`src/logic/pcs_pkg.sv`:
```
// Package: register map, fields, constants and carriers of the PLL counter sync and lock detector
// Functional notes
// Enabled sync pin event resets reference and both feedback counters together.
// Two-bit sync enable field in delay/sync register; disabled after reset.
// Reference and feedback paths each have an enableable delay, three-bit code.
// Lock flag selectable on lock, status and reference monitor pins, per-pin mux.
// Lock after programmed count of consecutive cycles inside lock window.
// Once locked, one cycle beyond unlock window drops lock.
// Unlock window is wider than the lock window.
// Window widths follow window select bit and anti-backlash setting.
// Phase detector period must exceed the unlock window.
// Very low loop bandwidth should use the capacitor lock mode.
// B count of one bypasses both counters; divide equals prescaler.
// Fixed divide mode bypasses the A counter.
// Dual modulus two-over-three not above 200 MHz; else prescaler of one.
// Feedback divide is P times B plus A, P from 1 to 32.
// After reset the detector reports unlocked with its counter cleared.
`default_nettype none
package pcs_pkg;
    localparam int unsigned CLK_MHZ = 50;
    ////////////////////////////////////////////////////////////////////////////
    // Register indices; byte address is four times the index
    localparam logic [7:0] IDX_PRESCALER = 8'h16;
    localparam logic [7:0] IDX_ANTIBACKLASH = 8'h17;
    localparam logic [7:0] IDX_LOCK_CFG = 8'h18;
    localparam logic [7:0] IDX_DELAY_SYNC = 8'h19;
    localparam logic [7:0] IDX_LOCK_PIN_SEL = 8'h1a;
    localparam logic [7:0] IDX_REFERENCE_MONITOR_PIN_SEL = 8'h1b;
    localparam logic [7:0] IDX_A_COUNT = 8'h30;
    localparam logic [7:0] IDX_B_COUNT = 8'h31;
    localparam logic [7:0] IDX_DELAY_EN = 8'h32;
    localparam logic [7:0] IDX_IRQ_STATUS = 8'h38;
    localparam logic [7:0] IDX_IRQ_MASK = 8'h39;
    localparam logic [7:0] IDX_LOCK_STATE = 8'h3a;
    ////////////////////////////////////////////////////////////////////////////
    // Field positions
    localparam int unsigned PSC_SEL_LSB = 0;
    localparam int unsigned FD_BIT = 3;
    localparam int unsigned ABL_LSB = 0;
    localparam int unsigned STATUS_SEL_LSB = 2;
    localparam int unsigned LWIN_BIT = 4;
    localparam int unsigned LCNT_LSB = 5;
    localparam int unsigned REF_DLY_LSB = 0;
    localparam int unsigned FB_DLY_LSB = 3;
    localparam int unsigned SYNC_EN_LSB = 6;
    localparam int unsigned IRQ_LOCKED = 0;
    localparam int unsigned IRQ_UNLOCKED = 1;
    localparam int unsigned IRQ_SYNC = 2;
    localparam int unsigned IRQ_MISSED = 3;
    localparam logic [7:0] CFG_RESET = 8'h00;
    ////////////////////////////////////////////////////////////////////////////
    // Lock window timing
    localparam int unsigned LD_LOCK_NS = 100;
    localparam logic [7:0] LD_LOCK_CYC = 8'((LD_LOCK_NS * CLK_MHZ) / 1000);
    localparam logic [7:0] ABL_MULT [0:3] = '{8'h02, 8'h01, 8'h03, 8'h04};
    localparam logic [7:0] LD_COUNTS [0:3] = '{8'h05, 8'h10, 8'h40, 8'hff};
    localparam logic [5:0] PSC_VALUES [0:7] =
        '{6'h02, 6'h04, 6'h08, 6'h10, 6'h20, 6'h01, 6'h01, 6'h01};
    ////////////////////////////////////////////////////////////////////////////
    typedef enum logic [2:0] {
        PH_IDLE = 3'b001,
        PH_REF_FIRST = 3'b010,
        PH_FB_FIRST = 3'b100
    } pcs_phase_type;
    typedef struct packed {
        logic psel;
        logic penable;
        logic pwrite;
        logic [11:0] paddr;
        logic [31:0] pwdata;
    } pcs_apb_req_type;
    typedef struct packed {
        logic [31:0] prdata;
        logic pready;
        logic pslverr;
    } pcs_apb_rsp_type;
    typedef struct packed {
        logic ref_en;
        logic [2:0] ref_code;
        logic fb_en;
        logic [2:0] fb_code;
    } pcs_delay_type;
    typedef struct packed {
        logic lock_pin;
        logic status_pin;
        logic reference_monitor_pin;
    } pcs_pins_type;
endpackage
`default_nettype wire

```
`src/logic/pcs_top.sv`:
```
// Module: counter sync pulse, divider delays, feedback divide and digital lock detector
`default_nettype none
module pcs_top (
    input wire logic SYS_CLK,
    input wire logic RST_N,
    input wire pcs_pkg::pcs_apb_req_type APB_REQ,
    output var pcs_pkg::pcs_apb_rsp_type APB_RSP,
    input wire logic REF_PFD_IN,
    input wire logic FB_PFD_IN,
    input wire logic SYNC_N,
    output logic COUNTER_RESET,
    output var pcs_pkg::pcs_delay_type DELAY_CFG,
    output logic [18:0] FB_DIVIDE,
    output logic FB_A_BYPASS,
    output logic FB_B_BYPASS,
    output var pcs_pkg::pcs_pins_type PINS,
    output logic IRQ
);
    import pcs_pkg::*;

    typedef struct packed {
        logic [7:0] prescaler;
        logic [7:0] abl;
        logic [7:0] lock_cfg;
        logic [7:0] delay_sync;
        logic [7:0] lock_sel;
        logic [7:0] reference_monitor_pin_sel;
        logic [5:0] a_count;
        logic [12:0] b_count;
        logic [1:0] delay_en;
        logic [3:0] irq_status;
        logic [3:0] irq_mask;
        logic [31:0] prdata;
        logic [2:0][2:0] sync;
        logic [2:0] level;
        pcs_phase_type phase;
        logic [7:0] spacing;
        logic [7:0] good_count;
        logic locked;
        logic counter_reset;
        logic [18:0] fb_divide;
        logic a_bypass;
        logic b_bypass;
        pcs_pins_type pins;
    } pcs_state_type;

    localparam pcs_state_type ST_RESET = '{phase: PH_IDLE, default: '0};

    pcs_state_type st_ff;
    pcs_state_type nxt_st;
    logic [2:0] pin_in;
    logic ref_rise;
    logic fb_rise;
    logic sync_fall;
    logic sync_en;
    logic done;
    logic missed;
    logic [7:0] meas;
    logic [7:0] base_thr;
    logic [7:0] lock_thr;
    logic [7:0] unlock_thr;
    logic [7:0] need;
    logic good;
    logic bad;
    logic [3:0] events;
    logic [3:0] w1c;
    logic setup;
    logic access;
    logic hit;
    logic [7:0] idx;
    logic [31:0] rd_val;
    logic [5:0] psc;
    logic [18:0] prod;

    function automatic logic [7:0] sat_inc(input logic [7:0] v);
        return (v == 8'hff) ? v : v + 8'h01;
    endfunction

    function automatic logic pin_mux(input logic [1:0] sel, input logic flag);
        logic r;
        r = 1'b0;
        unique case (sel)
            2'b00: r = 1'b0;
            2'b01: r = flag;
            2'b10: r = ~flag;
            2'b11: r = 1'b1;
        endcase
        return r;
    endfunction

    assign pin_in = {SYNC_N, FB_PFD_IN, REF_PFD_IN};
    assign setup = APB_REQ.psel & ~APB_REQ.penable;
    assign access = APB_REQ.psel & APB_REQ.penable;
    assign idx = APB_REQ.paddr[9:2];

    ////////////////////////////////////////////////////////////////////////////
    // Address decode and read mux
    always_comb begin
        hit = (APB_REQ.paddr[11:10] == 2'b00);
        rd_val = 32'h0000_0000;
        unique case (idx)
            IDX_PRESCALER: rd_val = {24'h00_0000, st_ff.prescaler};
            IDX_ANTIBACKLASH: rd_val = {24'h00_0000, st_ff.abl};
            IDX_LOCK_CFG: rd_val = {24'h00_0000, st_ff.lock_cfg};
            IDX_DELAY_SYNC: rd_val = {24'h00_0000, st_ff.delay_sync};
            IDX_LOCK_PIN_SEL: rd_val = {24'h00_0000, st_ff.lock_sel};
            IDX_REFERENCE_MONITOR_PIN_SEL: rd_val = {24'h00_0000, st_ff.reference_monitor_pin_sel};
            IDX_A_COUNT: rd_val = {26'h0, st_ff.a_count};
            IDX_B_COUNT: rd_val = {19'h0, st_ff.b_count};
            IDX_DELAY_EN: rd_val = {30'h0, st_ff.delay_en};
            IDX_IRQ_STATUS: rd_val = {28'h000_0000, st_ff.irq_status};
            IDX_IRQ_MASK: rd_val = {28'h000_0000, st_ff.irq_mask};
            IDX_LOCK_STATE: rd_val = {16'h0000, st_ff.good_count, 7'h00, st_ff.locked};
            default: hit = 1'b0;
        endcase
    end

    ////////////////////////////////////////////////////////////////////////////
    // Window thresholds and feedback divide terms
    always_comb begin
        base_thr = LD_LOCK_CYC * ABL_MULT[st_ff.abl[ABL_LSB +: 2]];
        lock_thr = st_ff.lock_cfg[LWIN_BIT] ? {base_thr[6:0], 1'b0} : base_thr;
        unlock_thr = {lock_thr[6:0], 1'b0};
        need = LD_COUNTS[st_ff.lock_cfg[LCNT_LSB +: 2]];
        psc = PSC_VALUES[st_ff.prescaler[PSC_SEL_LSB +: 3]];
        prod = 19'(psc) * 19'(st_ff.b_count);
        sync_en = (st_ff.delay_sync[SYNC_EN_LSB +: 2] != 2'b00);
    end

    ////////////////////////////////////////////////////////////////////////////
    // Next state
    always_comb begin
        nxt_st = st_ff;
        w1c = 4'h0;
        // Pin inputs: three stages, level moves once stages two and three agree
        for (int i = 0; i < 3; i++) begin
            nxt_st.sync[i] = {st_ff.sync[i][1:0], pin_in[i]};
            if (st_ff.sync[i][1] == st_ff.sync[i][2]) begin
                nxt_st.level[i] = st_ff.sync[i][2];
            end
        end
        ref_rise = nxt_st.level[0] & ~st_ff.level[0];
        fb_rise = nxt_st.level[1] & ~st_ff.level[1];
        sync_fall = st_ff.level[2] & ~nxt_st.level[2];
        // Sync pin pulse hits R, A and B counters in the same cycle
        nxt_st.counter_reset = sync_fall & sync_en;
        // Edge spacing measurement, one result per phase detector cycle
        done = 1'b0;
        missed = 1'b0;
        meas = 8'h00;
        unique case (st_ff.phase)
            PH_IDLE: begin
                if (ref_rise && fb_rise) begin
                    done = 1'b1;
                end else if (ref_rise) begin
                    nxt_st.phase = PH_REF_FIRST;
                    nxt_st.spacing = 8'h00;
                end else if (fb_rise) begin
                    nxt_st.phase = PH_FB_FIRST;
                    nxt_st.spacing = 8'h00;
                end
            end
            PH_REF_FIRST, PH_FB_FIRST: begin
                nxt_st.spacing = sat_inc(st_ff.spacing);
                // A repeated edge means the period is too short; a saturated count means the other edge is missing or too late
                if ((st_ff.phase == PH_REF_FIRST) ? ref_rise : fb_rise) begin
                    done = 1'b1;
                    missed = 1'b1;
                    meas = 8'hff;
                    nxt_st.spacing = 8'h00;
                end else if ((st_ff.phase == PH_REF_FIRST) ? fb_rise : ref_rise) begin
                    done = 1'b1;
                    meas = sat_inc(st_ff.spacing);
                    nxt_st.phase = PH_IDLE;
                end else if (st_ff.spacing == 8'hff) begin
                    done = 1'b1;
                    missed = 1'b1;
                    meas = 8'hff;
                    nxt_st.phase = PH_IDLE;
                end
            end
            default: nxt_st.phase = PH_IDLE;
        endcase
        good = done && (meas < lock_thr);
        bad = done && (meas > unlock_thr);
        events = {missed, nxt_st.counter_reset, 2'b00};
        if (!st_ff.locked) begin
            if (good) begin
                if (st_ff.good_count == need - 8'h01) begin
                    nxt_st.locked = 1'b1;
                    nxt_st.good_count = 8'h00;
                    events[IRQ_LOCKED] = 1'b1;
                end else begin
                    nxt_st.good_count = st_ff.good_count + 8'h01;
                end
            end else if (done) begin
                nxt_st.good_count = 8'h00;
            end
        end else if (bad) begin
            // Only a single wide cycle unlocks; in-between errors are tolerated
            nxt_st.locked = 1'b0;
            nxt_st.good_count = 8'h00;
            events[IRQ_UNLOCKED] = 1'b1;
        end
        // Feedback divide
        nxt_st.b_bypass = (st_ff.b_count == 13'h0001);
        nxt_st.a_bypass = nxt_st.b_bypass | st_ff.prescaler[FD_BIT];
        if (nxt_st.b_bypass) begin
            nxt_st.fb_divide = 19'(psc);
        end else if (st_ff.prescaler[FD_BIT]) begin
            nxt_st.fb_divide = prod;
        end else begin
            nxt_st.fb_divide = prod + 19'(st_ff.a_count);
        end
        // Output pin multiplexers
        nxt_st.pins.lock_pin = pin_mux(st_ff.lock_sel[1:0], st_ff.locked);
        nxt_st.pins.status_pin = pin_mux(st_ff.abl[STATUS_SEL_LSB +: 2], st_ff.locked);
        nxt_st.pins.reference_monitor_pin = pin_mux(st_ff.reference_monitor_pin_sel[1:0], st_ff.locked);
        // Bus: read data captured in setup, writes land at the access edge
        if (setup && !APB_REQ.pwrite) begin
            nxt_st.prdata = hit ? rd_val : 32'h0000_0000;
        end
        if (access && APB_REQ.pwrite && hit) begin
            unique case (idx)
                IDX_PRESCALER: nxt_st.prescaler = APB_REQ.pwdata[7:0];
                IDX_ANTIBACKLASH: nxt_st.abl = APB_REQ.pwdata[7:0];
                IDX_LOCK_CFG: nxt_st.lock_cfg = APB_REQ.pwdata[7:0];
                IDX_DELAY_SYNC: nxt_st.delay_sync = APB_REQ.pwdata[7:0];
                IDX_LOCK_PIN_SEL: nxt_st.lock_sel = APB_REQ.pwdata[7:0];
                IDX_REFERENCE_MONITOR_PIN_SEL: nxt_st.reference_monitor_pin_sel = APB_REQ.pwdata[7:0];
                IDX_A_COUNT: nxt_st.a_count = APB_REQ.pwdata[5:0];
                IDX_B_COUNT: nxt_st.b_count = APB_REQ.pwdata[12:0];
                IDX_DELAY_EN: nxt_st.delay_en = APB_REQ.pwdata[1:0];
                IDX_IRQ_STATUS: w1c = APB_REQ.pwdata[3:0];
                IDX_IRQ_MASK: nxt_st.irq_mask = APB_REQ.pwdata[3:0];
                default: nxt_st.irq_mask = st_ff.irq_mask;
            endcase
        end
        // New events win over a same-cycle clear
        nxt_st.irq_status = (st_ff.irq_status & ~w1c) | events;
    end

    always_ff @(posedge SYS_CLK or negedge RST_N) begin
        if (!RST_N) begin
            st_ff <= ST_RESET;
        end else begin
            st_ff <= nxt_st;
        end
    end

    ////////////////////////////////////////////////////////////////////////////
    // Outputs
    assign APB_RSP.prdata = st_ff.prdata;
    assign APB_RSP.pready = 1'b1;
    assign APB_RSP.pslverr = access & ~hit;
    assign COUNTER_RESET = st_ff.counter_reset;
    assign DELAY_CFG.ref_en = st_ff.delay_en[0];
    assign DELAY_CFG.ref_code = st_ff.delay_sync[REF_DLY_LSB +: 3];
    assign DELAY_CFG.fb_en = st_ff.delay_en[1];
    assign DELAY_CFG.fb_code = st_ff.delay_sync[FB_DLY_LSB +: 3];
    assign FB_DIVIDE = st_ff.fb_divide;
    assign FB_A_BYPASS = st_ff.a_bypass;
    assign FB_B_BYPASS = st_ff.b_bypass;
    assign PINS = st_ff.pins;
    // Level output; software clears status, so no pulse is lost while masked
    assign IRQ = |(st_ff.irq_status & st_ff.irq_mask);
endmodule
`default_nettype wire

```
`config.mk`:
```
export PLATFORM = sky130hd
export DESIGN_NAME = pcs_top
export DESIGN_NICKNAME = d
export VERILOG_FILES = /design/src/logic/pcs_pkg.sv /design/src/logic/pcs_top.sv
export SDC_FILE = /design/constraint.sdc
export NUM_CORES = 1
export LEC_CHECK = 0
export BUFFER_PORTS_ARGS = -buffer_cell sky130_fd_sc_hd__buf_2
export CAP_MARGIN = 5
export CORE_MARGIN = 4
export CORE_UTILIZATION = 51
export DETAILED_ROUTE_END_ITERATION = 16
export GPL_ROUTABILITY_DRIVEN = 0
export PLACE_DENSITY_LB_ADDON = 0.2
export SYNTH_ARGS = -nofsm -noshare
export SYNTH_HDL_FRONTEND = slang
export SYNTH_SLANG_ARGS = --single-unit
```
`constraint.sdc`:
```
create_clock -name SYS_CLK -period 6 [get_ports SYS_CLK]
set_input_delay 0.9 -clock SYS_CLK [delete_from_list [all_inputs] [get_ports SYS_CLK]]
set_output_delay 0.9 -clock SYS_CLK [all_outputs]
set_load 0.05 [all_outputs]
```
# Yosys cells after proc, flatten, opt, wreduce, memory -nomap -nowiden
# Memory sizes are Yosys's and may differ from the RTL's.
# Cells that the tools add are included.
dict set report totals {
  regBits 166
  mem_bits_ro 48
  input_bits 52
  output_inout_bits 68
  wordCells 181
  mem_count 1
}
# memory words width read_ports rd_clocked_by_memory_dff wr line
set mem_list {}
lappend mem_list {{(no name shown)} 8 6 1 0 0 pcs_top.sv:125} ;# psc = PSC_VALUES[st_ff.prescaler[PSC_SEL_LSB +: 3]];
dict set report classes {
  add_sub_neg 4
  n_mul 2
  n_lt_le_gt_ge 5
  n_eq_ne 35
  n_mux 56
  n_bitwise 21
  reduce_logical 30
}
# cell n
set op_table {}
lappend op_table {{$pmux 16 s12} 1}
lappend op_table {{$mux 8} 14}
lappend op_table {{$eq 8x5->1 const B} 6}
lappend op_table {{$eq 8x6->1 const B} 6}
lappend op_table {{$mux 19} 2}
lappend op_table {{$mux 11} 3}
lappend op_table {{$bmux 8 s2} 2}
lappend op_table {{$mux 32} 1}
lappend op_table {{$reduce_and 2->1} 11}
lappend op_table {{$add 19x6->19} 1}
lappend op_table {{$mul 6x13->19} 1}
lappend op_table {{$mux 1} 18}
lappend op_table {{$mux 9} 2}
lappend op_table {{$add 8x1->8 const B} 2}
lappend op_table {{$pmux 8 s2} 1}
lappend op_table {{$eq 13x1->1 const B} 1}
lappend op_table {{$eq 2x2->1 const B} 6}
lappend op_table {{$mux 6} 2}
lappend op_table {{$pmux 1 s4} 3}
lappend op_table {{$reduce_or 12->1} 1}
lappend op_table {{$mux 3} 3}
lappend op_table {{$and 4x4->4} 2}
lappend op_table {{$eq 8x8->1} 1}
lappend op_table {{$eq 8x8->1 const B} 1}
lappend op_table {{other kinds (33)} 62}

# Depth between registers and ports, before layout
# Gate-level depths: netlist (run 1).
dict set report depth {
  depth_word 12
  ltp_mapped 18
  mapped_depth_nobuf 17
}

# Least setup slack after synthesis (run 1)
# OpenSTA, ideal clock, no wires.
dict set report synth_path {
  kind {register -> register}
  startpoint {register st_ff[160] in the netlist's numbering}
  endpoint {register st_ff (netlist bit FB_DIVIDE[17])}
  setup_ns 0.074
  arrival_ns 4.986
  t_required_ns 5.926
  path_slack_ns 0.940
  stages_incl_launch_ff 18
  cell_sequence {dfrtp_1 > nor3b_1 > clkbuf_1 > and2_1 > fa_1 > fa_1 > inv_1 > fa_1 > inv_1 > ha_1 > or4_1 > o21ai_1 > a21oi_1 > xnor2_1 > nor3_2 > nand3_1 > or4_4 > a21oi_2}
}
# item line
set synth_lines {}
lappend synth_lines {{from (decl)} pcs_top.sv:49} ;# pcs_state_type st_ff;
lappend synth_lines {{from (signal assigned)} pcs_top.sv:247} ;# st_ff <= nxt_st;

==> impl_results.html, run 1 <==
<table>
<tr><th>Metric</th><th>Value</th></tr>
<tr><th colspan="2">Layout</th></tr>
<tr><td>Layout fillers</td><td>~1900</td></tr>
<tr><td>Fraction of final layout cells with drive strength greater than 1</td><td>0.207</td></tr>
<tr><td>Area of all sequential standard cells</td><td>between 3000 and 4000 µm²</td></tr>
<tr><td>Area of combinational cells with multiple inputs</td><td>6350 µm²</td></tr>
<tr><td>ANT cells</td><td>0</td></tr>
<tr><td>Post-route core utilization</td><td>0.558</td></tr>
<tr><td>Net count of the finished layout</td><td>1289</td></tr>
<tr><td>Post-route standard cell area excluding fillers</td><td>11800 µm²</td></tr>
<tr><td>Most used cells in the layout excluding fill and tap cells</td><td>sky130_fd_sc_hd__dfrtp_1 (149), sky130_fd_sc_hd__nand2_1 (82), sky130_fd_sc_hd__inv_1 (82)</td></tr>
<tr><td>Relative area change from synthesis to final layout</td><td>7.24%</td></tr>
<tr><td>Most common cell after layout, fill and taps aside</td><td>sky130_fd_sc_hd__dfrtp_1</td></tr>
<tr><th colspan="2">Global route</th></tr>
<tr><td>Global-route wire length before repair</td><td>41100 µm</td></tr>
<tr><td>Maximum number of pins on one net before global-route repair</td><td>103</td></tr>
<tr><td>Number of antenna violations at the first check in global routing</td><td>0</td></tr>
<tr><td>Global route overflow</td><td>0</td></tr>
<tr><td>Number of global-route vias before repair</td><td>about 8000</td></tr>
<tr><td>All-layer global routing usage</td><td>0.211</td></tr>
<tr><th colspan="2">Routing</th></tr>
<tr><td>Average wire per standard cell</td><td>approximately 17 µm</td></tr>
<tr><td>Vias</td><td>7933</td></tr>
<tr><td>DR pass1 iterations</td><td>7</td></tr>
<tr><td>Final wirelength</td><td>24400 µm</td></tr>
<tr><td>Number of design-rule violations left by the first detailed-router iteration</td><td>slightly below 400</td></tr>
<tr><td>Vias per cell</td><td>5.58</td></tr>
<tr><td>Residual antenna-violating net count after detailed routing</td><td>0</td></tr>
<tr><td>Remaining routing DRC violations</td><td>0</td></tr>
<tr><th colspan="2">Power</th></tr>
<tr><td>Worst IR drop on VDD</td><td>about 0.17 mV</td></tr>
<tr><td>Switching portion of total power</td><td>0.278</td></tr>
<tr><td>Leakage power summed over all cells</td><td>between 5 and 6 nW</td></tr>
<tr><td>Share of power burned in the clock network</td><td>0.453</td></tr>
<tr><td>Internal power summed over all cells</td><td>1.62 mW</td></tr>
<tr><td>Part of the power in combinational logic</td><td>0.072</td></tr>
<tr><td>Switching power summed over all nets</td><td>622 µW</td></tr>
<tr><td>Power density over the cells</td><td>190 nW/µm²</td></tr>
<tr><td>Fraction of power consumed by sequential logic</td><td>0.475</td></tr>
<tr><th colspan="2">Synthesis</th></tr>
<tr><td>Synth Warn #</td><td>0</td></tr>
<tr><td>Synth area leaders</td><td>sky130_fd_sc_hd__dfrtp_1 (34%), sky130_fd_sc_hd__fa_1 (8.4%), sky130_fd_sc_hd__mux2_2 (7.7%)</td></tr>
<tr><td>Post-synthesis cell type count</td><td>88</td></tr>
<tr><td>Main flop type after synthesis</td><td>sky130_fd_sc_hd__dfrtp_1</td></tr>
<tr><td>Area fraction of the dominant cell type after synthesis</td><td>0.340</td></tr>
<tr><td>Syn Inst Count</td><td>1114</td></tr>
<tr><td>Seq cells post-synth</td><td>150</td></tr>
<tr><td>Area leader, netlist</td><td>sky130_fd_sc_hd__dfrtp_1</td></tr>
<tr><td>Sequential element share of the synthesized area</td><td>0.342</td></tr>
<tr><td>Cell area after synthesis</td><td>11000 µm²</td></tr>
<tr><td>Number of enable flip-flop cells after synthesis</td><td>0</td></tr>
<tr><td>Async SR Flop Fraction</td><td>1.00</td></tr>
<tr><td>Synthesized area per cell</td><td>9.85 µm²</td></tr>
<tr><th colspan="2">Floorplanning</th></tr>
<tr><td>I/O pin cnt</td><td>120</td></tr>
<tr><td>Area of the die</td><td>between 20000 and 25000 µm²</td></tr>
<tr><td>Width of the die</td><td>155 µm</td></tr>
<tr><td>Core outline area</td><td>around 21000 µm²</td></tr>
<tr><td>Effective utilization at floorplan</td><td>0.520</td></tr>
<tr><td>Height of the die</td><td>155 µm</td></tr>
<tr><td>Standard-cell rows</td><td>between 50 and 60</td></tr>
<tr><th colspan="2">Clock network</th></tr>
<tr><td>Resized Gates After CTS</td><td>0</td></tr>
<tr><td>Clock Sink Count</td><td>150</td></tr>
<tr><td>TritonCTS clock tree</td><td>built</td></tr>
<tr><td>Clk_lat worst skew</td><td>about 0.43 ns</td></tr>
<tr><td>Post-CTS Setup Bufs</td><td>0</td></tr>
<tr><td>CTS Root Buffer Type</td><td>sky130_fd_sc_hd__clkbuf_16</td></tr>
<tr><td>H-tree depth</td><td>4</td></tr>
<tr><td>CTS Hold Bufs</td><td>0</td></tr>
<tr><td>Clk slew on worst S/H paths</td><td>0.07 ns</td></tr>
<tr><td>Clk buf depth</td><td>2</td></tr>
<tr><td>Total CTS buffers</td><td>17</td></tr>
<tr><th colspan="2">Timing</th></tr>
<tr><td>Max-slew violation count</td><td>0</td></tr>
<tr><td>Setup Viol. Count Final</td><td>0</td></tr>
<tr><td>Setup tns final</td><td>0 ns</td></tr>
<tr><td>Max Clock Freq</td><td>187 MHz</td></tr>
<tr><td>Unrepaired setup endpoints after global routing</td><td>no</td></tr>
<tr><td>Min Clock Period, post-route</td><td>5.36 ns</td></tr>
<tr><td>Final worst-path cycle share</td><td>0.893</td></tr>
<tr><td>Clk_skew</td><td>0.0131 ns</td></tr>
<tr><td>Measured slew at the worst slew-check pin</td><td>between 1 and 1.5 ns</td></tr>
<tr><td>Headroom to the max-slew limit</td><td>0.305</td></tr>
<tr><td>Fin. Hold Viols</td><td>0</td></tr>
<tr><th colspan="2">Worst setup path</th></tr>
<tr><td>Req. time, crit path</td><td>6.36 ns</td></tr>
<tr><td>Capturing element type of the critical path</td><td>flip-flop</td></tr>
<tr><td>Maximum net fanout on the critical path</td><td>14</td></tr>
<tr><td>Critical Setup Path Class</td><td>flip-flop to flip-flop</td></tr>
<tr><td>Nature of the critical path startpoint</td><td>flip-flop</td></tr>
<tr><td>Arrival time at the worst endpoint</td><td>roughly 5.7 ns</td></tr>
<tr><th colspan="2">Placement</th></tr>
<tr><td>DPL Wire Length</td><td>between 15000 and 20000 µm</td></tr>
<tr><td>Post-placement cell area</td><td>11200 µm²</td></tr>
<tr><td>Count of input and output buffers</td><td>81</td></tr>
<tr><th colspan="2">Run</th></tr>
<tr><td>Number of max-capacitance violations reported</td><td>0</td></tr>
<tr><th colspan="2">Outcome</th></tr>
<tr><td>Outcome</td><td>complete, no violations</td></tr>
<tr><th colspan="2">Min path</th></tr>
<tr><td>Path category of the worst min-delay check</td><td>flip-flop to flip-flop</td></tr>
</table>
-- critical path, cell delays in order (launching register included) --
cell	delay, ns
sky130_fd_sc_hd__dfrtp_1	0.45
sky130_fd_sc_hd__and3b_1	0.54
sky130_fd_sc_hd__and2_1	0.22
sky130_fd_sc_hd__fa_1	0.45
sky130_fd_sc_hd__fa_1	0.54
sky130_fd_sc_hd__inv_1	0.05
sky130_fd_sc_hd__fa_1	0.52
sky130_fd_sc_hd__inv_1	0.04
sky130_fd_sc_hd__ha_1	0.36
sky130_fd_sc_hd__or4_1	0.54
sky130_fd_sc_hd__o21ai_1	0.12
sky130_fd_sc_hd__a21oi_1	0.09
sky130_fd_sc_hd__xnor2_1	0.23
sky130_fd_sc_hd__nor3_2	0.30
sky130_fd_sc_hd__nand3_1	0.18
sky130_fd_sc_hd__or4_4	0.51
sky130_fd_sc_hd__a21oi_2	0.13
-- cell type report --
type | count | share of cell area
repair buffers | 88 | 0.0395
clock buffers | 17 | 0.0362
inverters | 83 | 0.0265
well taps | 275 | 0.0292
flip-flops and latches | 150 | 0.319
multi-input cells | 794 | 0.539
clock inverters | 14 | 0.0101
-- Yosys cell counts, drive strengths merged (9+ instances only) --
cell and number:
dfrtp 149, inv 83, nand2 82, and2 76, mux2 75, buf 69, o21ai 58, ha 57
nor2 53, a21oi 48, fa 46, clkbuf 33, nand3 25, nor3 18, xnor2 18, a21o 13
a22oi 13, mux2i 12, o211ai 12, o21a 12, or3 12, and3 10, nor2b 10, nand4 9
o31ai 9, xor2 9
-- flip-flops by register name (all words and copies together) (netlist names) --
signal and count:
st_ff 95, FB_DIVIDE 19, APB_RSP 16, DELAY_CFG 8, nxt_st 6, PINS 3
COUNTER_RESET 1, FB_A_BYPASS 1, FB_B_BYPASS 1
-- kinds of logic (layout without fill, tap and decap cells) --
kind of cell / after synthesis / in the layout / synth area share
AO/OA/AOI/OAI: 209 / 209 / 0.127
XOR/XNOR: 27 / 27 / 0.0216
adder cells (fa/ha/maj): 106 / 106 / 0.152
buffers and inverters: 185 / 202 / 0.0857
flip-flops: 150 / 150 / 0.342
multiplexers: 92 / 92 / 0.0982
other: 2 / 17 / 0.000685
AND/OR/NAND/NOR: 343 / 343 / 0.173
-- power groups by stage --
stage               combinational, mW  sequential, mW  clock [mW]
floorplan                       0.123            1.07           0
global placement                0.159            1.08           0
detailed placement              0.162            1.08           0
CTS                             0.162            1.06        1.04
global route                    0.182            1.07        1.08
finish                          0.161            1.06        1.02
-- stage by stage --
step	std cells	hold slack, ns	worst slack [ns]	total power, mW
3_3_place_gp	1390	0.333	0.731	1.24
4_1_cts	1421	0.350	0.639	2.27
2_1_floorplan	1129	0.331	0.940	1.19
6_report	1421	0.348	0.640	2.24
5_1_grt	1421	0.359	0.212	2.33
3_5_place_dp	1390	0.335	0.658	1.24
-- routing by layer --
layer / global-route usage / wire [µm]
met1: 0.284 / 11100
met2: 0.355 / 12000
met3: 0.0322 / 871
met4: 0.0631 / 485
met5: 0 / 0
-- worst paths after layout --
path / start / to / slack [ns] / cells past startpoint
max: st_ff[160] / FB_DIVIDE[17] / 0.64 / 16
min: nxt_st[55] / nxt_st[56] / 0.35 / 0
max reg2reg: st_ff[160] / FB_DIVIDE[17] / 0.64 / 16
min reg2reg: nxt_st[55] / nxt_st[56] / 0.35 / 0
max in group asynchronous: RST_N / st_ff[111] / 4.23 / 2
min in group asynchronous: RST_N / FB_DIVIDE[14] / 0.56 / 1
(Power assumes the default switching activity.)
==> inputs of run 2 (changes only) <==
Settings changed: PLACE_DENSITY from default to 0.7, PLACE_DENSITY_LB_ADDON 0.2 to default.
==> run 2 against run 1 <==
Effect of this change: sequential share of layout area about the same; via count up 0.16%; cell area about the same; setup slack worse by 0.047 ns; clock-buffer cell count unchanged; clock power about the same; flip-flop and latch count unchanged; register-to-register slack worse by 0.05 ns; non-clock buffer count down 1; hold slack better by 0.0034 ns; sequential power about the same; highest routed layer is now met5.
==> impl_results.html, run 2 (synthesis gave the netlist of run 1 again) <==
<table>
<tr><th>Metric</th><th>Value</th></tr>
<tr><th colspan="2">Timing</th></tr>
<tr><td>Min Clock Period, post-route</td><td>5.41 ns (+0.0470 ns)</td></tr>
<tr><td>Clk_skew</td><td>0.0109 ns (-0.00223 ns)</td></tr>
<tr><td>Unrepaired setup endpoints after global routing</td><td>no</td></tr>
<tr><td>Post-route worst setup slack</td><td>0.593 ns (-0.0470 ns)</td></tr>
<tr><td>Max Clock Freq</td><td>185 MHz (-0.87%)</td></tr>
<tr><td>Max-slew violation count</td><td>0 (unchanged)</td></tr>
<tr><td>Measured slew at the worst slew-check pin</td><td>1.04 ns (+0.00245 ns)</td></tr>
<tr><td>Setup tns final</td><td>0 ns (unchanged)</td></tr>
<tr><td>Fin. Hold Viols</td><td>0 (unchanged)</td></tr>
<tr><td>Headroom to the max-slew limit</td><td>0.303 (-0.00164)</td></tr>
<tr><td>Setup Viol. Count Final</td><td>0 (unchanged)</td></tr>
<tr><td>Final hold slack</td><td>0.351 ns (+0.00335 ns)</td></tr>
<tr><td>Final worst-path cycle share</td><td>0.901 (+0.00784)</td></tr>
<tr><th colspan="2">Routing</th></tr>
<tr><td>DR pass1 iterations</td><td>6 (-1)</td></tr>
<tr><td>Residual antenna-violating net count after detailed routing</td><td>0 (unchanged)</td></tr>
<tr><td>Vias per cell</td><td>5.60 (+0.23%)</td></tr>
<tr><td>Average wire per standard cell</td><td>17.1 µm (-0.18%)</td></tr>
<tr><td>Final wirelength</td><td>24300 µm (-0.25%)</td></tr>
<tr><td>Remaining routing DRC violations</td><td>0 (unchanged)</td></tr>
<tr><td>Vias</td><td>7946 (+0.16%)</td></tr>
<tr><td>Number of design-rule violations left by the first detailed-router iteration</td><td>717 (+85%)</td></tr>
<tr><th colspan="2">Layout</th></tr>
<tr><td>Fraction of final layout cells with drive strength greater than 1</td><td>0.206 (-0.000693)</td></tr>
<tr><td>Most used cells in the layout excluding fill and tap cells</td><td>sky130_fd_sc_hd__dfrtp_1 (149), sky130_fd_sc_hd__nand2_1 (82), sky130_fd_sc_hd__inv_1 (82)</td></tr>
<tr><td>Area of all sequential standard cells</td><td>3750 µm² (unchanged)</td></tr>
<tr><td>Net count of the finished layout</td><td>1288 (-0.078%)</td></tr>
<tr><td>Relative area change from synthesis to final layout</td><td>7.31% (about the same)</td></tr>
<tr><td>Area of combinational cells with multiple inputs</td><td>6350 µm² (unchanged)</td></tr>
<tr><td>Number of flip-flops under the largest register name</td><td>95 (unchanged)</td></tr>
<tr><td>Layout fillers</td><td>1868 (-2.7%)</td></tr>
<tr><td>Most flops, register</td><td>st_ff</td></tr>
<tr><td>Most common cell after layout, fill and taps aside</td><td>sky130_fd_sc_hd__dfrtp_1</td></tr>
<tr><td>ANT cells</td><td>0 (unchanged)</td></tr>
<tr><th colspan="2">Placement</th></tr>
<tr><td>Count of input and output buffers</td><td>81 (unchanged)</td></tr>
<tr><td>DPL Wire Length</td><td>18100 µm (-0.90%)</td></tr>
<tr><td>Pre-CTS setup slack</td><td>0.639 ns (-0.0190 ns)</td></tr>
<tr><th colspan="2">Min path</th></tr>
<tr><td>Cells on Worst Hold Path</td><td>0 (unchanged)</td></tr>
<tr><td>Worst Hold Path EP</td><td>nxt_st[53]</td></tr>
<tr><td>Path category of the worst min-delay check</td><td>flip-flop to flip-flop</td></tr>
<tr><td>Hold path startpoint</td><td>nxt_st[52]</td></tr>
<tr><th colspan="2">Worst setup path</th></tr>
<tr><td>Worst Reg2Reg Path Length in Cells</td><td>16 (unchanged)</td></tr>
<tr><td>Capturing element type of the critical path</td><td>flip-flop</td></tr>
<tr><td>Buf/Inv on CP</td><td>2 (unchanged)</td></tr>
<tr><td>Maximum net fanout on the critical path</td><td>14 (unchanged)</td></tr>
<tr><td>Req. time, crit path</td><td>6.36 ns (about the same)</td></tr>
<tr><td>Arrival time at the worst endpoint</td><td>5.77 ns (+0.05 ns)</td></tr>
<tr><td>Nature of the critical path startpoint</td><td>flip-flop</td></tr>
<tr><td>Ordered cell list for the critical path</td><td>and3b_1 &gt; and2_1 &gt; fa_1 &gt; fa_1 &gt; inv_1 &gt; fa_1 &gt; inv_1 &gt; ha_1 &gt; or4_1 &gt; o21ai_1 &gt; a21oi_1 &gt; xnor2_1 &gt; nor3_2 &gt; nand3_1 &gt; or4_4 &gt; a21oi_2</td></tr>
<tr><td>Critical Setup Path Class</td><td>flip-flop to flip-flop</td></tr>
<tr><td>Endpoint of the worst register-to-register path</td><td>FB_DIVIDE[17]</td></tr>
<tr><td>CP top delay family</td><td>simple AND/OR/NAND/NOR gates</td></tr>
<tr><td>Reg2reg setup slack</td><td>0.59 ns (-0.05 ns)</td></tr>
<tr><td>Slowest library cell on the worst path</td><td>sky130_fd_sc_hd__and3b_1</td></tr>
<tr><td>Critical Path Max Stage Delay</td><td>0.56 ns (+0.02 ns)</td></tr>
<tr><td>Cell with the most instances on the worst path</td><td>sky130_fd_sc_hd__fa_1</td></tr>
<tr><td>Critical register-to-register path startpoint</td><td>st_ff[160]</td></tr>
<tr><th colspan="2">Floorplanning</th></tr>
<tr><td>I/O pin cnt</td><td>120 (unchanged)</td></tr>
<tr><td>Standard-cell rows</td><td>53 (unchanged)</td></tr>
<tr><td>Area of the die</td><td>23900 µm² (unchanged)</td></tr>
<tr><td>Effective utilization at floorplan</td><td>0.520 (unchanged)</td></tr>
<tr><td>Height of the die</td><td>155 µm (unchanged)</td></tr>
<tr><td>Core outline area</td><td>21100 µm² (unchanged)</td></tr>
<tr><td>Width of the die</td><td>155 µm (unchanged)</td></tr>
<tr><th colspan="2">Global route</th></tr>
<tr><td>Global-route wire length before repair</td><td>40600 µm (-1.4%)</td></tr>
<tr><td>Number of antenna violations at the first check in global routing</td><td>1 (+1)</td></tr>
<tr><td>Global route overflow</td><td>0 (unchanged)</td></tr>
<tr><td>Number of global-route vias before repair</td><td>7874 (-1.1%)</td></tr>
<tr><td>Maximum number of pins on one net before global-route repair</td><td>116 (+13%)</td></tr>
<tr><td>All-layer global routing usage</td><td>0.209 (-0.00215)</td></tr>
<tr><th colspan="2">Clock network</th></tr>
<tr><td>Total CTS buffers</td><td>17 (unchanged)</td></tr>
<tr><td>Post-CTS Setup Bufs</td><td>0 (unchanged)</td></tr>
<tr><td>TritonCTS clock tree</td><td>built</td></tr>
<tr><td>Clk_lat worst skew</td><td>0.43 ns (about the same)</td></tr>
<tr><td>Clk buf depth</td><td>2 (unchanged)</td></tr>
<tr><td>Clk slew on worst S/H paths</td><td>0.07 ns (about the same)</td></tr>
<tr><td>Resized Gates After CTS</td><td>0 (unchanged)</td></tr>
<tr><td>CTS Root Buffer Type</td><td>sky130_fd_sc_hd__clkbuf_16</td></tr>
<tr><td>H-tree depth</td><td>4 (unchanged)</td></tr>
<tr><td>Clock Sink Count</td><td>150 (unchanged)</td></tr>
<tr><td>CTS Hold Bufs</td><td>0 (unchanged)</td></tr>
<tr><th colspan="2">Power</th></tr>
<tr><td>Power density over the cells</td><td>191 nW/µm² (+0.24%)</td></tr>
<tr><td>Leakage power summed over all cells</td><td>5.86 nW (about the same)</td></tr>
<tr><td>Worst IR drop on VDD</td><td>0.206 mV (+21%)</td></tr>
<tr><th colspan="2">Run</th></tr>
<tr><td>Number of max-capacitance violations reported</td><td>0 (unchanged)</td></tr>
<tr><th colspan="2">Outcome</th></tr>
<tr><td>Outcome</td><td>complete, no violations</td></tr>
</table>
## run 2: cell types whose count changed in the layout (fill, tap and decap cells not counted), sizes merged
cell / before / now
buf: 88 / 87
clkinv: 3 / 4
clkinvlp: 3 / 2
## run 2: stage by stage
stage	area (µm²)	cells	util	power [mW]
2_1_floorplan	11000	1129	-	1.19
3_3_place_gp	11200	1389	0.532	1.24
3_5_place_dp	11200	1389	0.532	1.24
4_1_cts	11800	1420	0.558	2.27
5_1_grt	11800	1420	0.558	2.34
6_report	11800	1420	0.558	2.25
## run 2: layout make-up
type,count,area share
clock inverter,14,0.0114
multi-input combinational,794,0.539
sequential,150,0.319
timing repair buffer,87,0.0388
inverter,83,0.0265
tap,275,0.0292
clock buffer,17,0.0361
## run 2: worst max-delay path by stage
| stage | startpoint | endpoint | cells past startpoint |
|---|---|---|---|
| floorplan | st_ff[160] | FB_DIVIDE[17] | 17 |
| global placement | st_ff[160] | FB_DIVIDE[17] | 16 |
| detailed placement | st_ff[160] | FB_DIVIDE[17] | 16 |
| CTS | st_ff[159] | FB_DIVIDE[17] | 16 |
| global route | st_ff[159] | FB_DIVIDE[17] | 16 |
| finish | st_ff[160] | FB_DIVIDE[17] | 16 |
## run 2: worst register-to-register path: cells and delay by family (launching register included)
kind / cells / cell delay [ns]
buf+inv: 2 / 0.09
flops: 1 / 0.45
compound gates: 3 / 0.36
simple gates: 6 / 2.32
xor+xnor: 1 / 0.24
fa+ha+maj: 4 / 1.87
## run 2: power by group
part	total, mW	internal [mW]	switching (mW)
clock	1.02	0.546	0.475
combinational	0.163	0.0469	0.116
sequential	1.06	1.03	0.0321
## run 2: routing by layer
layer,part of all wire,vias to the layer above,wire length [µm],GRT usage
li1,-,3824,-,-
met1,0.45,3898,10800,0.278
met2,0.49,190,11900,0.351
met3,0.046,32,1110,0.0400
met4,0.018,2,437,0.0563
met5,0.00029,-,7,0
==> inputs of run 3 (changes only) <==
Settings changed: REMOVE_ABC_BUFFERS from default to 1.
==> run 3 against run 2 <==
Effect of this change: first-iteration DRC count is 41% lower; largest power group unchanged; cell area is 0.17% higher; largest cell class unchanged; die area stayed put; critical path type unchanged; combinational power hardly changed; hold slack worse by 0.0015 ns; maximum frequency is 1.2% higher; critical path depth stayed put; routed wire length is 1.2% lower; global-route usage is 0.46 points lower; core utilization is 0.095 points higher.
==> impl_results.html, run 3 (synthesis gave the netlist of run 1 again) <==
<table>
<tr><th>Metric</th><th>Value</th></tr>
<tr><th colspan="2">Outcome</th></tr>
<tr><td>Outcome</td><td>complete, no violations</td></tr>
<tr><th colspan="2">Timing</th></tr>
<tr><td>Final worst-path cycle share</td><td>0.890 (-0.0110)</td></tr>
<tr><td>Headroom to the max-slew limit</td><td>0.281 (-0.0222)</td></tr>
<tr><td>Final hold slack</td><td>0.350 ns (-0.00147 ns)</td></tr>
<tr><td>Clk_skew</td><td>0.00853 ns (-0.00235 ns)</td></tr>
<tr><td>Measured slew at the worst slew-check pin</td><td>1.07 ns (+0.0331 ns)</td></tr>
<tr><td>Unrepaired setup endpoints after global routing</td><td>no</td></tr>
<tr><td>Setup tns final</td><td>0 ns (unchanged)</td></tr>
<tr><td>Setup Viol. Count Final</td><td>0 (unchanged)</td></tr>
<tr><td>Fin. Hold Viols</td><td>0 (unchanged)</td></tr>
<tr><td>Max Clock Freq</td><td>187 MHz (+1.2%)</td></tr>
<tr><td>Max-slew violation count</td><td>0 (unchanged)</td></tr>
<tr><td>Min Clock Period, post-route</td><td>5.34 ns (-0.0659 ns)</td></tr>
<tr><th colspan="2">Clock network</th></tr>
<tr><td>Clk slew on worst S/H paths</td><td>0.06 ns (about the same)</td></tr>
<tr><td>Resized Gates After CTS</td><td>0 (unchanged)</td></tr>
<tr><td>Total CTS buffers</td><td>17 (unchanged)</td></tr>
<tr><td>Clk buf depth</td><td>2 (unchanged)</td></tr>
<tr><td>CTS Hold Bufs</td><td>0 (unchanged)</td></tr>
<tr><td>TritonCTS clock tree</td><td>built</td></tr>
<tr><td>Clk_lat worst skew</td><td>0.43 ns (about the same)</td></tr>
<tr><td>Post-CTS Setup Bufs</td><td>0 (unchanged)</td></tr>
<tr><td>H-tree depth</td><td>4 (unchanged)</td></tr>
<tr><td>CTS Root Buffer Type</td><td>sky130_fd_sc_hd__clkbuf_16</td></tr>
<tr><td>Clock Sink Count</td><td>150 (unchanged)</td></tr>
<tr><th colspan="2">Floorplanning</th></tr>
<tr><td>Effective utilization at floorplan</td><td>0.520 (unchanged)</td></tr>
<tr><td>Width of the die</td><td>155 µm (unchanged)</td></tr>
<tr><td>Core outline area</td><td>21100 µm² (unchanged)</td></tr>
<tr><td>Area of the die</td><td>23900 µm² (unchanged)</td></tr>
<tr><td>Standard-cell rows</td><td>53 (unchanged)</td></tr>
<tr><td>I/O pin cnt</td><td>120 (unchanged)</td></tr>
<tr><td>Height of the die</td><td>155 µm (unchanged)</td></tr>
<tr><th colspan="2">Worst setup path</th></tr>
<tr><td>Reg2reg setup slack</td><td>0.66 ns (+0.07 ns)</td></tr>
<tr><td>Req. time, crit path</td><td>6.36 ns (about the same)</td></tr>
<tr><td>Critical register-to-register path startpoint</td><td>st_ff[160]</td></tr>
<tr><td>Capturing element type of the critical path</td><td>flip-flop</td></tr>
<tr><td>Buf/Inv on CP</td><td>2 (unchanged)</td></tr>
<tr><td>Ordered cell list for the critical path</td><td>and3b_1 &gt; and2_1 &gt; fa_1 &gt; fa_1 &gt; inv_1 &gt; fa_1 &gt; inv_1 &gt; ha_1 &gt; or4_1 &gt; o21ai_1 &gt; a21oi_1 &gt; xnor2_1 &gt; nor3_2 &gt; nand3_1 &gt; or4_4 &gt; a21oi_2</td></tr>
<tr><td>Critical Setup Path Class</td><td>flip-flop to flip-flop</td></tr>
<tr><td>Slowest library cell on the worst path</td><td>sky130_fd_sc_hd__fa_1</td></tr>
<tr><td>Maximum net fanout on the critical path</td><td>14 (unchanged)</td></tr>
<tr><td>Endpoint of the worst register-to-register path</td><td>FB_DIVIDE[17]</td></tr>
<tr><td>Worst Reg2Reg Path Length in Cells</td><td>16 (unchanged)</td></tr>
<tr><td>Cell with the most instances on the worst path</td><td>sky130_fd_sc_hd__fa_1</td></tr>
<tr><td>Critical Path Max Stage Delay</td><td>0.54 ns (-0.02 ns)</td></tr>
<tr><td>CP top delay family</td><td>simple AND/OR/NAND/NOR gates</td></tr>
<tr><td>Nature of the critical path startpoint</td><td>flip-flop</td></tr>
<tr><td>Arrival time at the worst endpoint</td><td>5.70 ns (-0.07 ns)</td></tr>
<tr><th colspan="2">Layout</th></tr>
<tr><td>Fraction of final layout cells with drive strength greater than 1</td><td>0.207 (+0.000512)</td></tr>
<tr><td>Relative area change from synthesis to final layout</td><td>7.49%</td></tr>
<tr><td>Most common cell after layout, fill and taps aside</td><td>sky130_fd_sc_hd__dfrtp_1</td></tr>
<tr><td>ANT cells</td><td>0 (unchanged)</td></tr>
<tr><td>Final cell count without fillers</td><td>1422 (+0.14%)</td></tr>
<tr><td>Number of flip-flops under the largest register name</td><td>95 (unchanged)</td></tr>
<tr><td>Most flops, register</td><td>st_ff</td></tr>
<tr><td>Post-route standard cell area excluding fillers</td><td>11800 µm² (+0.17%)</td></tr>
<tr><td>Net count of the finished layout</td><td>1289 (+0.078%)</td></tr>
<tr><td>Post-route core utilization</td><td>0.559 (+0.000949)</td></tr>
<tr><td>Most used cells in the layout excluding fill and tap cells</td><td>sky130_fd_sc_hd__dfrtp_1 (149), sky130_fd_sc_hd__nand2_1 (82), sky130_fd_sc_hd__inv_1 (82)</td></tr>
<tr><th colspan="2">Min path</th></tr>
<tr><td>Path category of the worst min-delay check</td><td>flip-flop to flip-flop</td></tr>
<tr><td>Hold path startpoint</td><td>nxt_st[55]</td></tr>
<tr><td>Cells on Worst Hold Path</td><td>0 (unchanged)</td></tr>
<tr><td>Worst Hold Path EP</td><td>nxt_st[56]</td></tr>
<tr><th colspan="2">Routing</th></tr>
<tr><td>Vias</td><td>7907 (-0.49%)</td></tr>
<tr><td>Final wirelength</td><td>24000 µm (-1.2%)</td></tr>
<tr><td>DR pass1 iterations</td><td>5 (-1)</td></tr>
<tr><td>Average wire per standard cell</td><td>16.9 µm (-1.3%)</td></tr>
<tr><td>Residual antenna-violating net count after detailed routing</td><td>0 (unchanged)</td></tr>
<tr><td>Remaining routing DRC violations</td><td>0 (unchanged)</td></tr>
<tr><td>Number of design-rule violations left by the first detailed-router iteration</td><td>421 (-41%)</td></tr>
<tr><td>Vias per cell</td><td>5.56 (-0.63%)</td></tr>
<tr><th colspan="2">Placement</th></tr>
<tr><td>Placed cell count</td><td>1390 (+0.072%)</td></tr>
<tr><td>Count of input and output buffers</td><td>81 (unchanged)</td></tr>
<tr><td>DPL Wire Length</td><td>17900 µm (-1.0%)</td></tr>
<tr><td>Post-placement cell area</td><td>11200 µm² (about the same)</td></tr>
<tr><th colspan="2">Power</th></tr>
<tr><td>Worst IR drop on VDD</td><td>0.177 mV (-14%)</td></tr>
<tr><td>Leakage power summed over all cells</td><td>5.87 nW (+0.14%)</td></tr>
<tr><td>Power density over the cells</td><td>193 nW/µm² (+1.3%)</td></tr>
<tr><th colspan="2">Global route</th></tr>
<tr><td>Global route overflow</td><td>0 (unchanged)</td></tr>
<tr><td>Global-route wire length before repair</td><td>39400 µm (-2.9%)</td></tr>
<tr><td>Number of antenna violations at the first check in global routing</td><td>0 (-1)</td></tr>
<tr><td>All-layer global routing usage</td><td>0.204 (-0.00460)</td></tr>
<tr><td>Number of global-route vias before repair</td><td>7755 (-1.5%)</td></tr>
<tr><td>Maximum number of pins on one net before global-route repair</td><td>113 (-2.6%)</td></tr>
<tr><th colspan="2">Run</th></tr>
<tr><td>Number of max-capacitance violations reported</td><td>0 (unchanged)</td></tr>
</table>
-- run 3: cell count changes in the layout (fill, tap and decap cells not counted), sizes merged --
| cell | previous run | this run |
|---|---|---|
| buf | 87 | 88 |
| clkbuf | 17 | 18 |
| bufinv | 0 | 1 |
| clkinv | 4 | 3 |
| clkinvlp | 2 | 3 |
| inv | 91 | 90 |
-- run 3: worst max-delay path by stage --
stage | from | slack (ns) | cells after the start | endpoint
after global placement | st_ff[160] | 0.71 | 16 | FB_DIVIDE[17]
final | st_ff[160] | 0.66 | 16 | FB_DIVIDE[17]
after global routing | st_ff[160] | 0.17 | 16 | FB_DIVIDE[17]
after CTS | st_ff[160] | 0.64 | 16 | FB_DIVIDE[17]
after floorplan | st_ff[160] | 0.79 | 16 | FB_DIVIDE[17]
after detailed placement | st_ff[160] | 0.66 | 16 | FB_DIVIDE[17]
-- run 3: layout make-up --
| class | count | area (µm²) |
|---|---|---|
| Clock buffer | 18 | 429 |
| Inverter | 83 | 312 |
| Fill cell | 1881 | 9300 |
| Timing Repair Buffer | 88 | 464 |
| Sequential cell | 150 | 3750 |
| Multi-Input combinational cell | 794 | 6350 |
| Tap cell | 275 | 344 |
| Clock inverter | 14 | 143 |
-- run 3: routing by layer --
| metal | wire length, µm | GRT usage |
|---|---|---|
| met5 | 0 | 0 |
| met4 | 524 | 0.0606 |
| met3 | 1130 | 0.0414 |
| met2 | 11900 | 0.353 |
| met1 | 10400 | 0.261 |
-- run 3: stage by stage --
| step | power (mW) | setup WS (ns) |
|---|---|---|
| floorplan | 1.17 | 0.787 |
| global placement | 1.24 | 0.711 |
| detailed placement | 1.24 | 0.660 |
| CTS | 2.30 | 0.641 |
| global route | 2.37 | 0.167 |
| finish | 2.28 | 0.658 |
-- run 3: report_power, final --
group / switching, mW / total, mW / internal, mW / leakage [nW]
logic: 0.115 / 0.162 / 0.0470 / 3.57
clock network: 0.470 / 1.05 / 0.584 / 0.275
registers: 0.0325 / 1.06 / 1.03 / 2.03
total: 0.617 / 2.28 / 1.66 / 5.87
